`src/verilog/backplane_consts.svh`:
```
// Purpose: Offsets, field positions, reset values and counts for the backplane multiplexer.
// Assumes: Byte addresses on a 12-bit register port.
// Notes: Definitions only.
`ifndef BACKPLANE_CONSTS_SVH
`define BACKPLANE_CONSTS_SVH
`define GANG_CTRL_ADDR 12'h0f0
`define BUS_CFG_ADDR 12'h0f1
`define STATUS_ADDR 12'h0f2
`define RX_IL_OFFSET 9'h088
`define TX_IL_OFFSET 9'h188
`define PORT_FIELD_LSB 9
`define GANG_BIT 0
`define RATE_LSB 0
`define IL_EN_BIT 0
`define IL_FRAME_BIT 1
`define OVR_BIT 0
`define REG_RESET 8'h00
`define FRAME_BITS 12'h100
`define CNT_RESET 11'h7ff
`endif

```
`src/verilog/backplane_pkg.sv`:
```
// Purpose: Types shared by the backplane multiplexer files.
// Assumes: Nothing.
// Notes: Bus rate code is the per-port rate times two to the code.
`default_nettype none
package backplane_pkg;
  typedef enum logic [1:0] {RATE_2M, RATE_4M, RATE_8M, RATE_16M} rate_type;
endpackage : backplane_pkg
`default_nettype wire

```
`src/verilog/interleaved_backplane_mux.sv`:
```
// Purpose: Interleaved backplane multiplexer for eight framer ports.
// Assumes: 100 MHz i_clk; backplane clocks, syncs and pins sampled by two flip-flops.
// Notes: Backplane pin and channel block outputs change only on sampled backplane clock rising edges.
// How it works
// RULE_01 - Ganged: pins tri-state outside own slots.
// RULE_02 - Internal: merged stream on lowest group pin.
// RULE_03 - Gang select bit picks the mode.
// RULE_04 - Channel blocks timed by system clocks.
// RULE_05 - Gang control register at 00F0h.
// RULE_06 - Bus config register sets ports and speed.
// RULE_07 - Per-port rx and tx interleave registers.
// RULE_08 - Port n registers at stride 200h.
// RULE_09 - Rx data pins grouped per rate.
// RULE_10 - Rx signaling follows rx data grouping.
// RULE_11 - Tx data demultiplexed from group pins.
// RULE_12 - Tx signaling enters on same pins.
// RULE_13 - Lowest group sync pin serves group.
// RULE_14 - Ports take ascending slots, channel or frame.
// RULE_15 - Bus rate is 2.048 MHz times ports.
`default_nettype none
`include "backplane_consts.svh"
module interleaved_backplane_mux (
  // Clock and reset
  input wire logic i_clk,
  input wire logic i_rst,
  // Register port
  input wire logic [11:0] i_addr,
  input wire logic [7:0] i_wr_data,
  input wire logic i_wr,
  input wire logic i_rd,
  output logic [7:0] o_rd_data,
  // Port side receive bytes, port n in bits 8n+7..8n
  input wire logic [63:0] i_port_rx_data,
  input wire logic [63:0] i_port_rx_sig,
  output logic [7:0] o_port_rx_take,
  // Port side transmit bytes
  output logic o_port_tx_valid,
  output logic [2:0] o_port_tx_port,
  output logic [7:0] o_port_tx_data,
  output logic [7:0] o_port_tx_sig,
  input wire logic i_port_tx_ready,
  // Backplane clocks and syncs
  input wire logic i_rx_system_clock,
  input wire logic i_tx_system_clock,
  input wire logic [7:0] i_rx_frame_sync,
  input wire logic i_tx_frame_sync,
  // Backplane receive pins
  output logic [7:0] o_rx_serial_data,
  output logic [7:0] o_rx_serial_data_oe,
  output logic [7:0] o_rx_signaling_out,
  output logic [7:0] o_rx_signaling_out_oe,
  // Backplane transmit pins
  input wire logic [7:0] i_tx_serial_data,
  input wire logic [7:0] i_tx_signaling_in,
  // Channel block outputs
  output logic [7:0] o_rx_channel_block,
  output logic [7:0] o_tx_channel_block
);
  logic [26:0] s1_q, s2_q;
  logic rxclk_prev_q, txclk_prev_q, rx_upd_q, tx_upd_q;
  logic rx_edge, tx_edge, gang, interleaved_bus_operation;
  logic [7:0] rsync, tdat, tsig;
  logic tsync;
  logic [2:0] m;
  logic [10:0] last;
  backplane_pkg::rate_type rate;

  // Pin synchronisers; only the second stage is read.
  always_ff @(posedge i_clk)
  begin
    if (i_rst)
    begin
      s1_q <= '0;
      s2_q <= '0;
      rxclk_prev_q <= 1'b0;
      txclk_prev_q <= 1'b0;
      rx_upd_q <= 1'b0;
      tx_upd_q <= 1'b0;
    end
    else
    begin
      s1_q <= {i_rx_system_clock, i_tx_system_clock, i_tx_frame_sync, i_rx_frame_sync,
               i_tx_serial_data, i_tx_signaling_in};
      s2_q <= s1_q;
      rxclk_prev_q <= s2_q[26];
      txclk_prev_q <= s2_q[25];
      rx_upd_q <= rx_edge;
      tx_upd_q <= tx_edge;
    end
  end

  assign rx_edge = s2_q[26] && !rxclk_prev_q;
  assign tx_edge = s2_q[25] && !txclk_prev_q;
  assign tsync = s2_q[24];
  assign rsync = s2_q[23:16];
  assign tdat = s2_q[15:8];
  assign tsig = s2_q[7:0];

  // Registers.
  logic [7:0] gctl_q, gctl_d, bcfg_q, bcfg_d, rd_q, rd_d;
  logic [7:0] rxc_q [8];
  logic [7:0] rxc_d [8];
  logic [7:0] txc_q [8];
  logic [7:0] txc_d [8];
  logic ovr_q, ovr_d, ovr_set;
  logic [2:0] aport;
  logic rx_hit, tx_hit;

  assign aport = i_addr[11:`PORT_FIELD_LSB];
  assign rx_hit = i_addr[`PORT_FIELD_LSB-1:0] == `RX_IL_OFFSET; // RULE_08
  assign tx_hit = i_addr[`PORT_FIELD_LSB-1:0] == `TX_IL_OFFSET; // RULE_08
  assign gang = gctl_q[`GANG_BIT]; // RULE_03
  assign rate = backplane_pkg::rate_type'(bcfg_q[`RATE_LSB+1:`RATE_LSB]); // RULE_06
  assign interleaved_bus_operation = rate != backplane_pkg::RATE_2M;
  assign m = 3'((4'h1 << rate) - 4'h1); // RULE_15
  assign last = 11'((`FRAME_BITS << rate) - 12'h1); // RULE_15

  always_comb
  begin
    gctl_d = gctl_q;
    bcfg_d = bcfg_q;
    rxc_d = rxc_q;
    txc_d = txc_q;
    ovr_d = ovr_q;
    rd_d = 8'h00;
    if (i_wr)
    begin
      if (i_addr == `GANG_CTRL_ADDR)
        gctl_d = i_wr_data; // RULE_05
      if (i_addr == `BUS_CFG_ADDR)
        bcfg_d = i_wr_data; // RULE_06
      if (rx_hit)
        rxc_d[aport] = i_wr_data; // RULE_07
      if (tx_hit)
        txc_d[aport] = i_wr_data; // RULE_07
      if (i_addr == `STATUS_ADDR && i_wr_data[`OVR_BIT])
        ovr_d = 1'b0;
    end
    if (ovr_set)
      ovr_d = 1'b1;
    if (i_rd)
    begin
      if (i_addr == `GANG_CTRL_ADDR)
        rd_d = gctl_q;
      else if (i_addr == `BUS_CFG_ADDR)
        rd_d = bcfg_q;
      else if (i_addr == `STATUS_ADDR)
        rd_d = {7'h00, ovr_q};
      else if (rx_hit)
        rd_d = rxc_q[aport];
      else if (tx_hit)
        rd_d = txc_q[aport];
    end
  end

  always_ff @(posedge i_clk)
  begin
    if (i_rst)
    begin
      gctl_q <= `REG_RESET;
      bcfg_q <= `REG_RESET;
      rxc_q <= '{default: `REG_RESET};
      txc_q <= '{default: `REG_RESET};
      ovr_q <= 1'b0;
      rd_q <= 8'h00;
    end
    else
    begin
      gctl_q <= gctl_d;
      bcfg_q <= bcfg_d;
      rxc_q <= rxc_d;
      txc_q <= txc_d;
      ovr_q <= ovr_d;
      rd_q <= rd_d;
    end
  end

  assign o_rd_data = rd_q;

  // Port within the group for slot count c.
  function automatic logic [2:0] slot_sel(input logic [10:0] c, input logic fm, input logic [2:0] mk);
    return (fm ? c[10:8] : c[5:3]) & mk; // RULE_14
  endfunction : slot_sel

  // Receive multiplexer.
  logic [10:0] rcnt_q [8];
  logic [10:0] rcnt_d [8];
  logic [7:0] rser_q, rser_d, rsoe_q, rsoe_d, rsig_q, rsig_d, rgoe_q, rgoe_d;
  logic [7:0] rblk_q, rblk_d, take_q, take_d;

  always_comb
  begin
    logic [2:0] g, prt, bt;
    logic [10:0] c;
    logic act, own;
    g = 3'h0;
    prt = 3'h0;
    bt = 3'h0;
    c = 11'h000;
    act = 1'b0;
    own = 1'b0;
    rcnt_d = rcnt_q;
    rser_d = rser_q;
    rsoe_d = rsoe_q;
    rsig_d = rsig_q;
    rgoe_d = rgoe_q;
    rblk_d = rblk_q;
    take_d = 8'h00;
    if (rx_edge)
    begin
      for (int p = 0; p < 8; p++)
      begin
        if (rsync[p])
          rcnt_d[p] = 11'h000; // RULE_13
        else if (rcnt_q[p] == last)
          rcnt_d[p] = 11'h000;
        else
          rcnt_d[p] = rcnt_q[p] + 11'h001;
      end
      for (int p = 0; p < 8; p++)
      begin
        g = 3'(p) & ~m;
        c = rcnt_d[g]; // RULE_13
        prt = g | slot_sel(c, rxc_q[g][`IL_FRAME_BIT], m); // RULE_14
        bt = c[2:0];
        act = !interleaved_bus_operation || rxc_q[prt][`IL_EN_BIT];
        own = prt == 3'(p);
        rser_d[p] = act ? i_port_rx_data[{prt, ~bt}] : 1'b1; // RULE_02
        rsig_d[p] = act ? i_port_rx_sig[{prt, ~bt}] : 1'b1; // RULE_10
        if (!interleaved_bus_operation)
          rsoe_d[p] = 1'b1;
        else if (gang)
          rsoe_d[p] = own && act; // RULE_01
        else
          rsoe_d[p] = g == 3'(p); // RULE_09
        rgoe_d[p] = rsoe_d[p]; // RULE_10
        rblk_d[p] = interleaved_bus_operation && own && rxc_q[p][`IL_EN_BIT]; // RULE_04
        take_d[p] = own && act && bt == 3'h7;
      end
    end
  end

  always_ff @(posedge i_clk)
  begin
    if (i_rst)
    begin
      rcnt_q <= '{default: `CNT_RESET};
      rser_q <= 8'hff;
      rsoe_q <= 8'h00;
      rsig_q <= 8'hff;
      rgoe_q <= 8'h00;
      rblk_q <= 8'h00;
      take_q <= 8'h00;
    end
    else
    begin
      rcnt_q <= rcnt_d;
      rser_q <= rser_d;
      rsoe_q <= rsoe_d;
      rsig_q <= rsig_d;
      rgoe_q <= rgoe_d;
      rblk_q <= rblk_d;
      take_q <= take_d;
    end
  end

  assign o_rx_serial_data = rser_q;
  assign o_rx_serial_data_oe = rsoe_q;
  assign o_rx_signaling_out = rsig_q;
  assign o_rx_signaling_out_oe = rgoe_q;
  assign o_rx_channel_block = rblk_q;
  assign o_port_rx_take = take_q;

  // Transmit demultiplexer; finished bytes wait in pend until the buffer takes them.
  logic [10:0] tcnt_q, tcnt_d;
  logic [7:0] tsh_q [8];
  logic [7:0] tsh_d [8];
  logic [7:0] tsg_q [8];
  logic [7:0] tsg_d [8];
  logic [7:0] wd_q [8];
  logic [7:0] wd_d [8];
  logic [7:0] ws_q [8];
  logic [7:0] ws_d [8];
  logic [7:0] pend_q, pend_d, tblk_q, tblk_d;
  logic [2:0] pidx;
  logic buf_ready;

  always_comb
  begin
    pidx = 3'h0;
    for (int q = 7; q >= 0; q--)
      if (pend_q[q])
        pidx = 3'(q);
  end

  always_comb
  begin
    logic [2:0] g, prt, src;
    logic act, own;
    g = 3'h0;
    prt = 3'h0;
    src = 3'h0;
    act = 1'b0;
    own = 1'b0;
    ovr_set = 1'b0;
    tcnt_d = tcnt_q;
    tsh_d = tsh_q;
    tsg_d = tsg_q;
    wd_d = wd_q;
    ws_d = ws_q;
    pend_d = pend_q;
    tblk_d = tblk_q;
    if (buf_ready && pend_q != 8'h00)
      pend_d[pidx] = 1'b0;
    if (tx_edge)
    begin
      tcnt_d = (tsync || tcnt_q == last) ? 11'h000 : tcnt_q + 11'h001;
      for (int q = 0; q < 8; q++)
      begin
        g = 3'(q) & ~m;
        prt = g | slot_sel(tcnt_d, txc_q[g][`IL_FRAME_BIT], m); // RULE_14
        own = prt == 3'(q);
        act = !interleaved_bus_operation || txc_q[q][`IL_EN_BIT];
        src = (gang && interleaved_bus_operation) ? 3'(q) : g; // RULE_11
        tblk_d[q] = interleaved_bus_operation && own && txc_q[q][`IL_EN_BIT]; // RULE_04
        if (own)
        begin
          tsh_d[q] = {tsh_q[q][6:0], tdat[src]}; // RULE_11
          tsg_d[q] = {tsg_q[q][6:0], tsig[src]}; // RULE_12
          if (act && tcnt_d[2:0] == 3'h7)
          begin
            ovr_set = ovr_set || pend_d[q];
            pend_d[q] = 1'b1;
            wd_d[q] = tsh_d[q];
            ws_d[q] = tsg_d[q];
          end
        end
      end
    end
  end

  always_ff @(posedge i_clk)
  begin
    if (i_rst)
    begin
      tcnt_q <= `CNT_RESET;
      tsh_q <= '{default: 8'h00};
      tsg_q <= '{default: 8'h00};
      wd_q <= '{default: 8'h00};
      ws_q <= '{default: 8'h00};
      pend_q <= 8'h00;
      tblk_q <= 8'h00;
    end
    else
    begin
      tcnt_q <= tcnt_d;
      tsh_q <= tsh_d;
      tsg_q <= tsg_d;
      wd_q <= wd_d;
      ws_q <= ws_d;
      pend_q <= pend_d;
      tblk_q <= tblk_d;
    end
  end

  assign o_tx_channel_block = tblk_q;

  pair_buffer #(.W(19)) u_tx_buffer (
    .i_clk(i_clk),
    .i_rst(i_rst),
    .i_valid(pend_q != 8'h00),
    .i_data({pidx, wd_q[pidx], ws_q[pidx]}),
    .o_ready(buf_ready),
    .o_valid(o_port_tx_valid),
    .o_data({o_port_tx_port, o_port_tx_data, o_port_tx_sig}),
    .i_ready(i_port_tx_ready)
  );
endmodule : interleaved_backplane_mux
`default_nettype wire

```
`src/verilog/pair_buffer.sv`:
```
// Purpose: Two-entry buffer with valid and ready on both sides.
// Assumes: One clock, synchronous reset.
// Notes: All outputs come from flip-flops.
`default_nettype none
module pair_buffer #(
  parameter int W = 19
) (
  // Clock and reset
  input wire logic i_clk,
  input wire logic i_rst,
  // Fill side
  input wire logic i_valid,
  input wire logic [W-1:0] i_data,
  output logic o_ready,
  // Drain side
  output logic o_valid,
  output logic [W-1:0] o_data,
  input wire logic i_ready
);
  logic [W-1:0] head_q, head_d, skid_q, skid_d;
  logic head_v_q, head_v_d, skid_v_q, skid_v_d;

  always_comb
  begin
    head_d = head_q;
    head_v_d = head_v_q;
    skid_d = skid_q;
    skid_v_d = skid_v_q;
    if (head_v_q && i_ready)
    begin
      head_d = skid_q;
      head_v_d = skid_v_q;
      skid_v_d = 1'b0;
    end
    if (i_valid && !skid_v_q)
    begin
      if (!head_v_d)
      begin
        head_d = i_data;
        head_v_d = 1'b1;
      end
      else
      begin
        skid_d = i_data;
        skid_v_d = 1'b1;
      end
    end
  end

  always_ff @(posedge i_clk)
  begin
    if (i_rst)
    begin
      head_q <= '0;
      skid_q <= '0;
      head_v_q <= 1'b0;
      skid_v_q <= 1'b0;
    end
    else
    begin
      head_q <= head_d;
      skid_q <= skid_d;
      head_v_q <= head_v_d;
      skid_v_q <= skid_v_d;
    end
  end

  assign o_valid = head_v_q;
  assign o_data = head_q;
  assign o_ready = !skid_v_q;
endmodule : pair_buffer
`default_nettype wire

```
`config.mk`:
```
export PLATFORM = sky130hd
export DESIGN_NAME = interleaved_backplane_mux
export DESIGN_NICKNAME = d
export VERILOG_FILES = /design/src/verilog/backplane_pkg.sv /design/src/verilog/interleaved_backplane_mux.sv /design/src/verilog/pair_buffer.sv
export VERILOG_INCLUDE_DIRS = /design/src /design/src/verilog
export SDC_FILE = /design/constraint.sdc
export NUM_CORES = 2
export LEC_CHECK = 0
export ABC_AREA = 1
export BUFFER_PORTS_ARGS = -buffer_cell sky130_fd_sc_hd__buf_2
export CAP_MARGIN = 40
export CORE_ASPECT_RATIO = 0.5
export CORE_MARGIN = 8
export CORE_UTILIZATION = 40
export DETAILED_ROUTE_END_ITERATION = 16
export PLACE_DENSITY = 0.66
export SLEW_MARGIN = 20
export SYNTH_ARGS = -nofsm -noshare
export SYNTH_HDL_FRONTEND = slang
export SYNTH_SLANG_ARGS = --single-unit
```
`constraint.sdc`:
```
create_clock -name i_clk -period 3.4 [get_ports i_clk]
set_clock_uncertainty 0.1 [all_clocks]
set_input_delay 0.68 -clock i_clk [delete_from_list [all_inputs] [get_ports i_clk]]
set_output_delay 0.68 -clock i_clk [all_outputs]
set_load 0.01 [all_outputs]
```
==> run metrics <==
status=completed; PD cells=roughly 440 mW/mm^2; DR vias=between 30k and 40k; row cnt=between 70 and 80; TritonCTS clock tree=built; initial core utilization=between 40% and 50%; DIE AREA=approximately 0.096 sq mm; sequential-to-total area share from yosys stat=between 30% and 40%; fmax=approximately 0.31 GHz; r2r worst-path depth=16; Post-Synthesis Cells=slightly above 5k; Worst-path clk slew=roughly 70 ps; R2R Path Start=rcnt_q[78]; IO Count=264; DIE HEIGHT=about 220 microns; P&R area growth vs syn=16.0%; Core Box Area=around 0.086 sq mm; pre-CTS setup slack=-61.1 ps; 1st-iter DRT viols=4148; vias in the first global route=35.1k; Finished Core Util=between 40 and 50%; gpl congestion=about 0.98; IO Port Bufs=between 200 and 300; post-synth cell types=between 50 and 60; Arr. time, crit path=3680 ps; Clock Path Buffers=3; layout cells sized above 1=12.5%; Worst Tran Pin Value=about 850 ps; level count of the clock H-tree=2; mapped cell area=0.0344 sq mm; WL per Instance=roughly 20 microns; CP Capture Type=flop; Final Hold Viols=0; Leak=between 15 and 20 nW; FF+latch count, synth=644; synthesized area per cell=between 6 and 7 sq um; startpoint types=flop; last element of the critical path=o_rx_serial_data[0]; Detail Placement HPWL=between 90000 and 100000 microns; P_sw=5.12 mW; Root Buffer Master=clkbuf_16; max-cap check violation count=0; Crit Path Class=flop to flop; CP startpoint=rcnt_q[78]; Critical Path RT=about 3900 ps; Reg-to-Reg End=o_rx_serial_data[0]; Antenna Cells=0; relative slew slack=43.3%; Placed Cells=about 6.4k; Max VDD drop=between 400 and 500 uV; Hold Buf Count CTS=0; final setup vio count=0; chip width=about 430 microns; P_int=between 10 and 15 mW; Net Sw Frac=between 20% and 30%; Slew Viols, Final=0; non-filler cells, final=6551; period utilisation layout=~95%; Total Wirelength=between 100000 and 150000 microns; Clk Latency, worst-skew pair=~670 ps; gr usage total=around a quarter; Top FF cell, synth=dfxtp_1; post-synthesis async set-or-reset flop share=0%; syn nets=~5.4k; Reg power frac=approximately 45%; Fin Hold WS=110 ps; critical path fanouts, max=33; initial antenna violation count=0; Final nets=roughly 5.6k; Combinational Power Share=around 16%; number of synthesized flops with an enable pin=0; Remaining DRCs=0; DR pass1 iterations=6; setup ws final=183 ps; setup slack, reg-to-reg=roughly 180 ps; Clock Power Share=39.2%; largest net degree at the start of global routing=~140; Final min period=between 3000 and 4000 ps; total CTS buffers=59; Routed Antenna Nets=0; gr ovfl total=0; worst min-delay path category=input pin to flop; Synth Warn #=0; first-pass GRT wire length=approximately 200000 microns; TritonCTS sink count=approximately 640; setup_tns=0 ps; via-per-instance ratio=~5.7
## power by group through the flow
stage               combinational, mW  sequential (mW)  clock, mW
floorplan                        1.75             7.97          0
global placement                 2.74             8.00          0
detailed placement               2.76             8.00          0
CTS                              2.77             7.83       7.02
global route                     3.14             7.85       7.31
finish                           2.88             7.84       6.91
## per-layer routing
layer | wire [microns] | global-route usage (%) | vias to the layer above
li1 | - | - | 17800
met1 | 54900 | 33.6 | 17500
met2 | 61200 | 43.0 | 1635
met3 | 10900 | 3.99 | 332
met4 | 5850 | 11.0 | 0
met5 | 0 | 0 | -
## placed cells by master (no fill, tap or decap), drive strengths merged, types with 3 or more instances in the layout
master / instances
bufinv: 3
nand3b: 13
nand3: 702
a22oi: 6
o21ai: 468
nor3: 41
a211oi: 67
o22ai: 45
clkinvlp: 12
or2: 6
nor3b: 3
a21oi: 510
buf: 481
o41ai: 7
o2111ai: 3
o21bai: 12
nor4: 8
ha: 9
nor2: 419
a31oi: 22
nand2: 970
nand4: 25
clkinv: 26
o221ai: 32
o211ai: 156
o31ai: 7
dfxtp: 644
and3: 4
a221oi: 10
clkbuf: 89
xnor2: 15
xor2: 59
inv: 536
## how the worst min path moves through the flow
stage,slack (ps),cells after the start,endpoint,startpoint
after floorplan,290,2,s2_q[0],s1_q[0]
after global placement,290,2,s2_q[12],s1_q[12]
after detailed placement,290,2,s2_q[25],s1_q[25]
after CTS,80,3,s1_q[21],i_rx_frame_sync[5]
after global routing,120,3,s1_q[24],i_tx_frame_sync
final,110,3,s1_q[21],i_rx_frame_sync[5]
## registers in the layout (all words and copies together) (netlist names), 11 cells and up
name / cells
s1_q: 27
rxc_q: 64
tsh_q: 56
tcnt_q: 11
tsg_q: 56
txc_q: 64
ws_q: 64
u_tx_buffer.o_data: 19
u_tx_buffer.skid_q: 19
rcnt_q: 88
s2_q: 27
wd_q: 64
## Yosys cell counts, drive strengths merged, types with 8 or more instances
cell type | count | area share (%)
clkinv | 18 | 0.20
a211oi | 67 | 1.5
dfxtp | 644 | 37
nand2 | 969 | 11
a21oi | 510 | 7.4
o211ai | 156 | 3.4
nand3b | 13 | 0.28
ha | 9 | 0.33
o22ai | 45 | 0.86
clkbuf | 226 | 2.5
nor4 | 8 | 0.19
o221ai | 32 | 0.81
o21bai | 12 | 0.26
a221oi | 10 | 0.25
nand3 | 702 | 10
a31oi | 22 | 0.40
nor2 | 419 | 4.7
nand4 | 25 | 0.47
nor3 | 41 | 0.63
xor2 | 59 | 1.5
o21ai | 468 | 6.8
buf | 114 | 1.8
xnor2 | 15 | 0.38
inv | 541 | 5.9
## final cells by class
type,instances,area (sq um)
Timing Repair Buffer,482,3330
Tap cell,1131,1420
Clock inverter,15,229
Fill cell,8821,45700
Multi-Input combinational cell,3629,18100
Timing Repair inverter,3,22.5
Clock buffer,88,1770
Sequential cell,644,12900
Inverter,559,2140
## logic make-up (layout without fill, tap and decap cells)
logic type | count (synthesis) | count (layout) | synth area share (%)
simple gates | 2192 | 2193 | 27.5
flops | 644 | 644 | 37.5
fa+ha+maj | 9 | 9 | 0.327
buf+inv | 899 | 1147 | 10.4
compound gates | 1353 | 1353 | 22.5
xor+xnor | 74 | 74 | 1.88
## stage by stage
stage / power [mW] / cell area (sq um)
floorplan: 9.73 / 34400
global placement: 10.7 / 37500
detailed placement: 10.8 / 37500
CTS: 17.6 / 39500
global route: 18.3 / 39900
finish: 17.6 / 39900
## worst max-delay path, stage by stage, from the launching register on
cell and delay (ps):
dfxtp_1 360, ha_1 210, nand3_2 140, nor3_4 240
nand4_4 180, nand3_2 180, buf_4 430, buf_6 330
a21oi_1 60, o21ai_0 120, nand3_1 130, nand3_1 100
nand3_1 160, nand3_1 140, nand3_1 100, nand2_1 70
nand2_1 50
## what timing repair did
item | CTS | global route
gates cloned | 0 | 4
endpoints found under the setup margin | 1 | 130
pin swaps | 0 | 4
gates resized for setup | 1 | 60
setup buffers | 0 | 16
(Power assumes the default switching activity.)
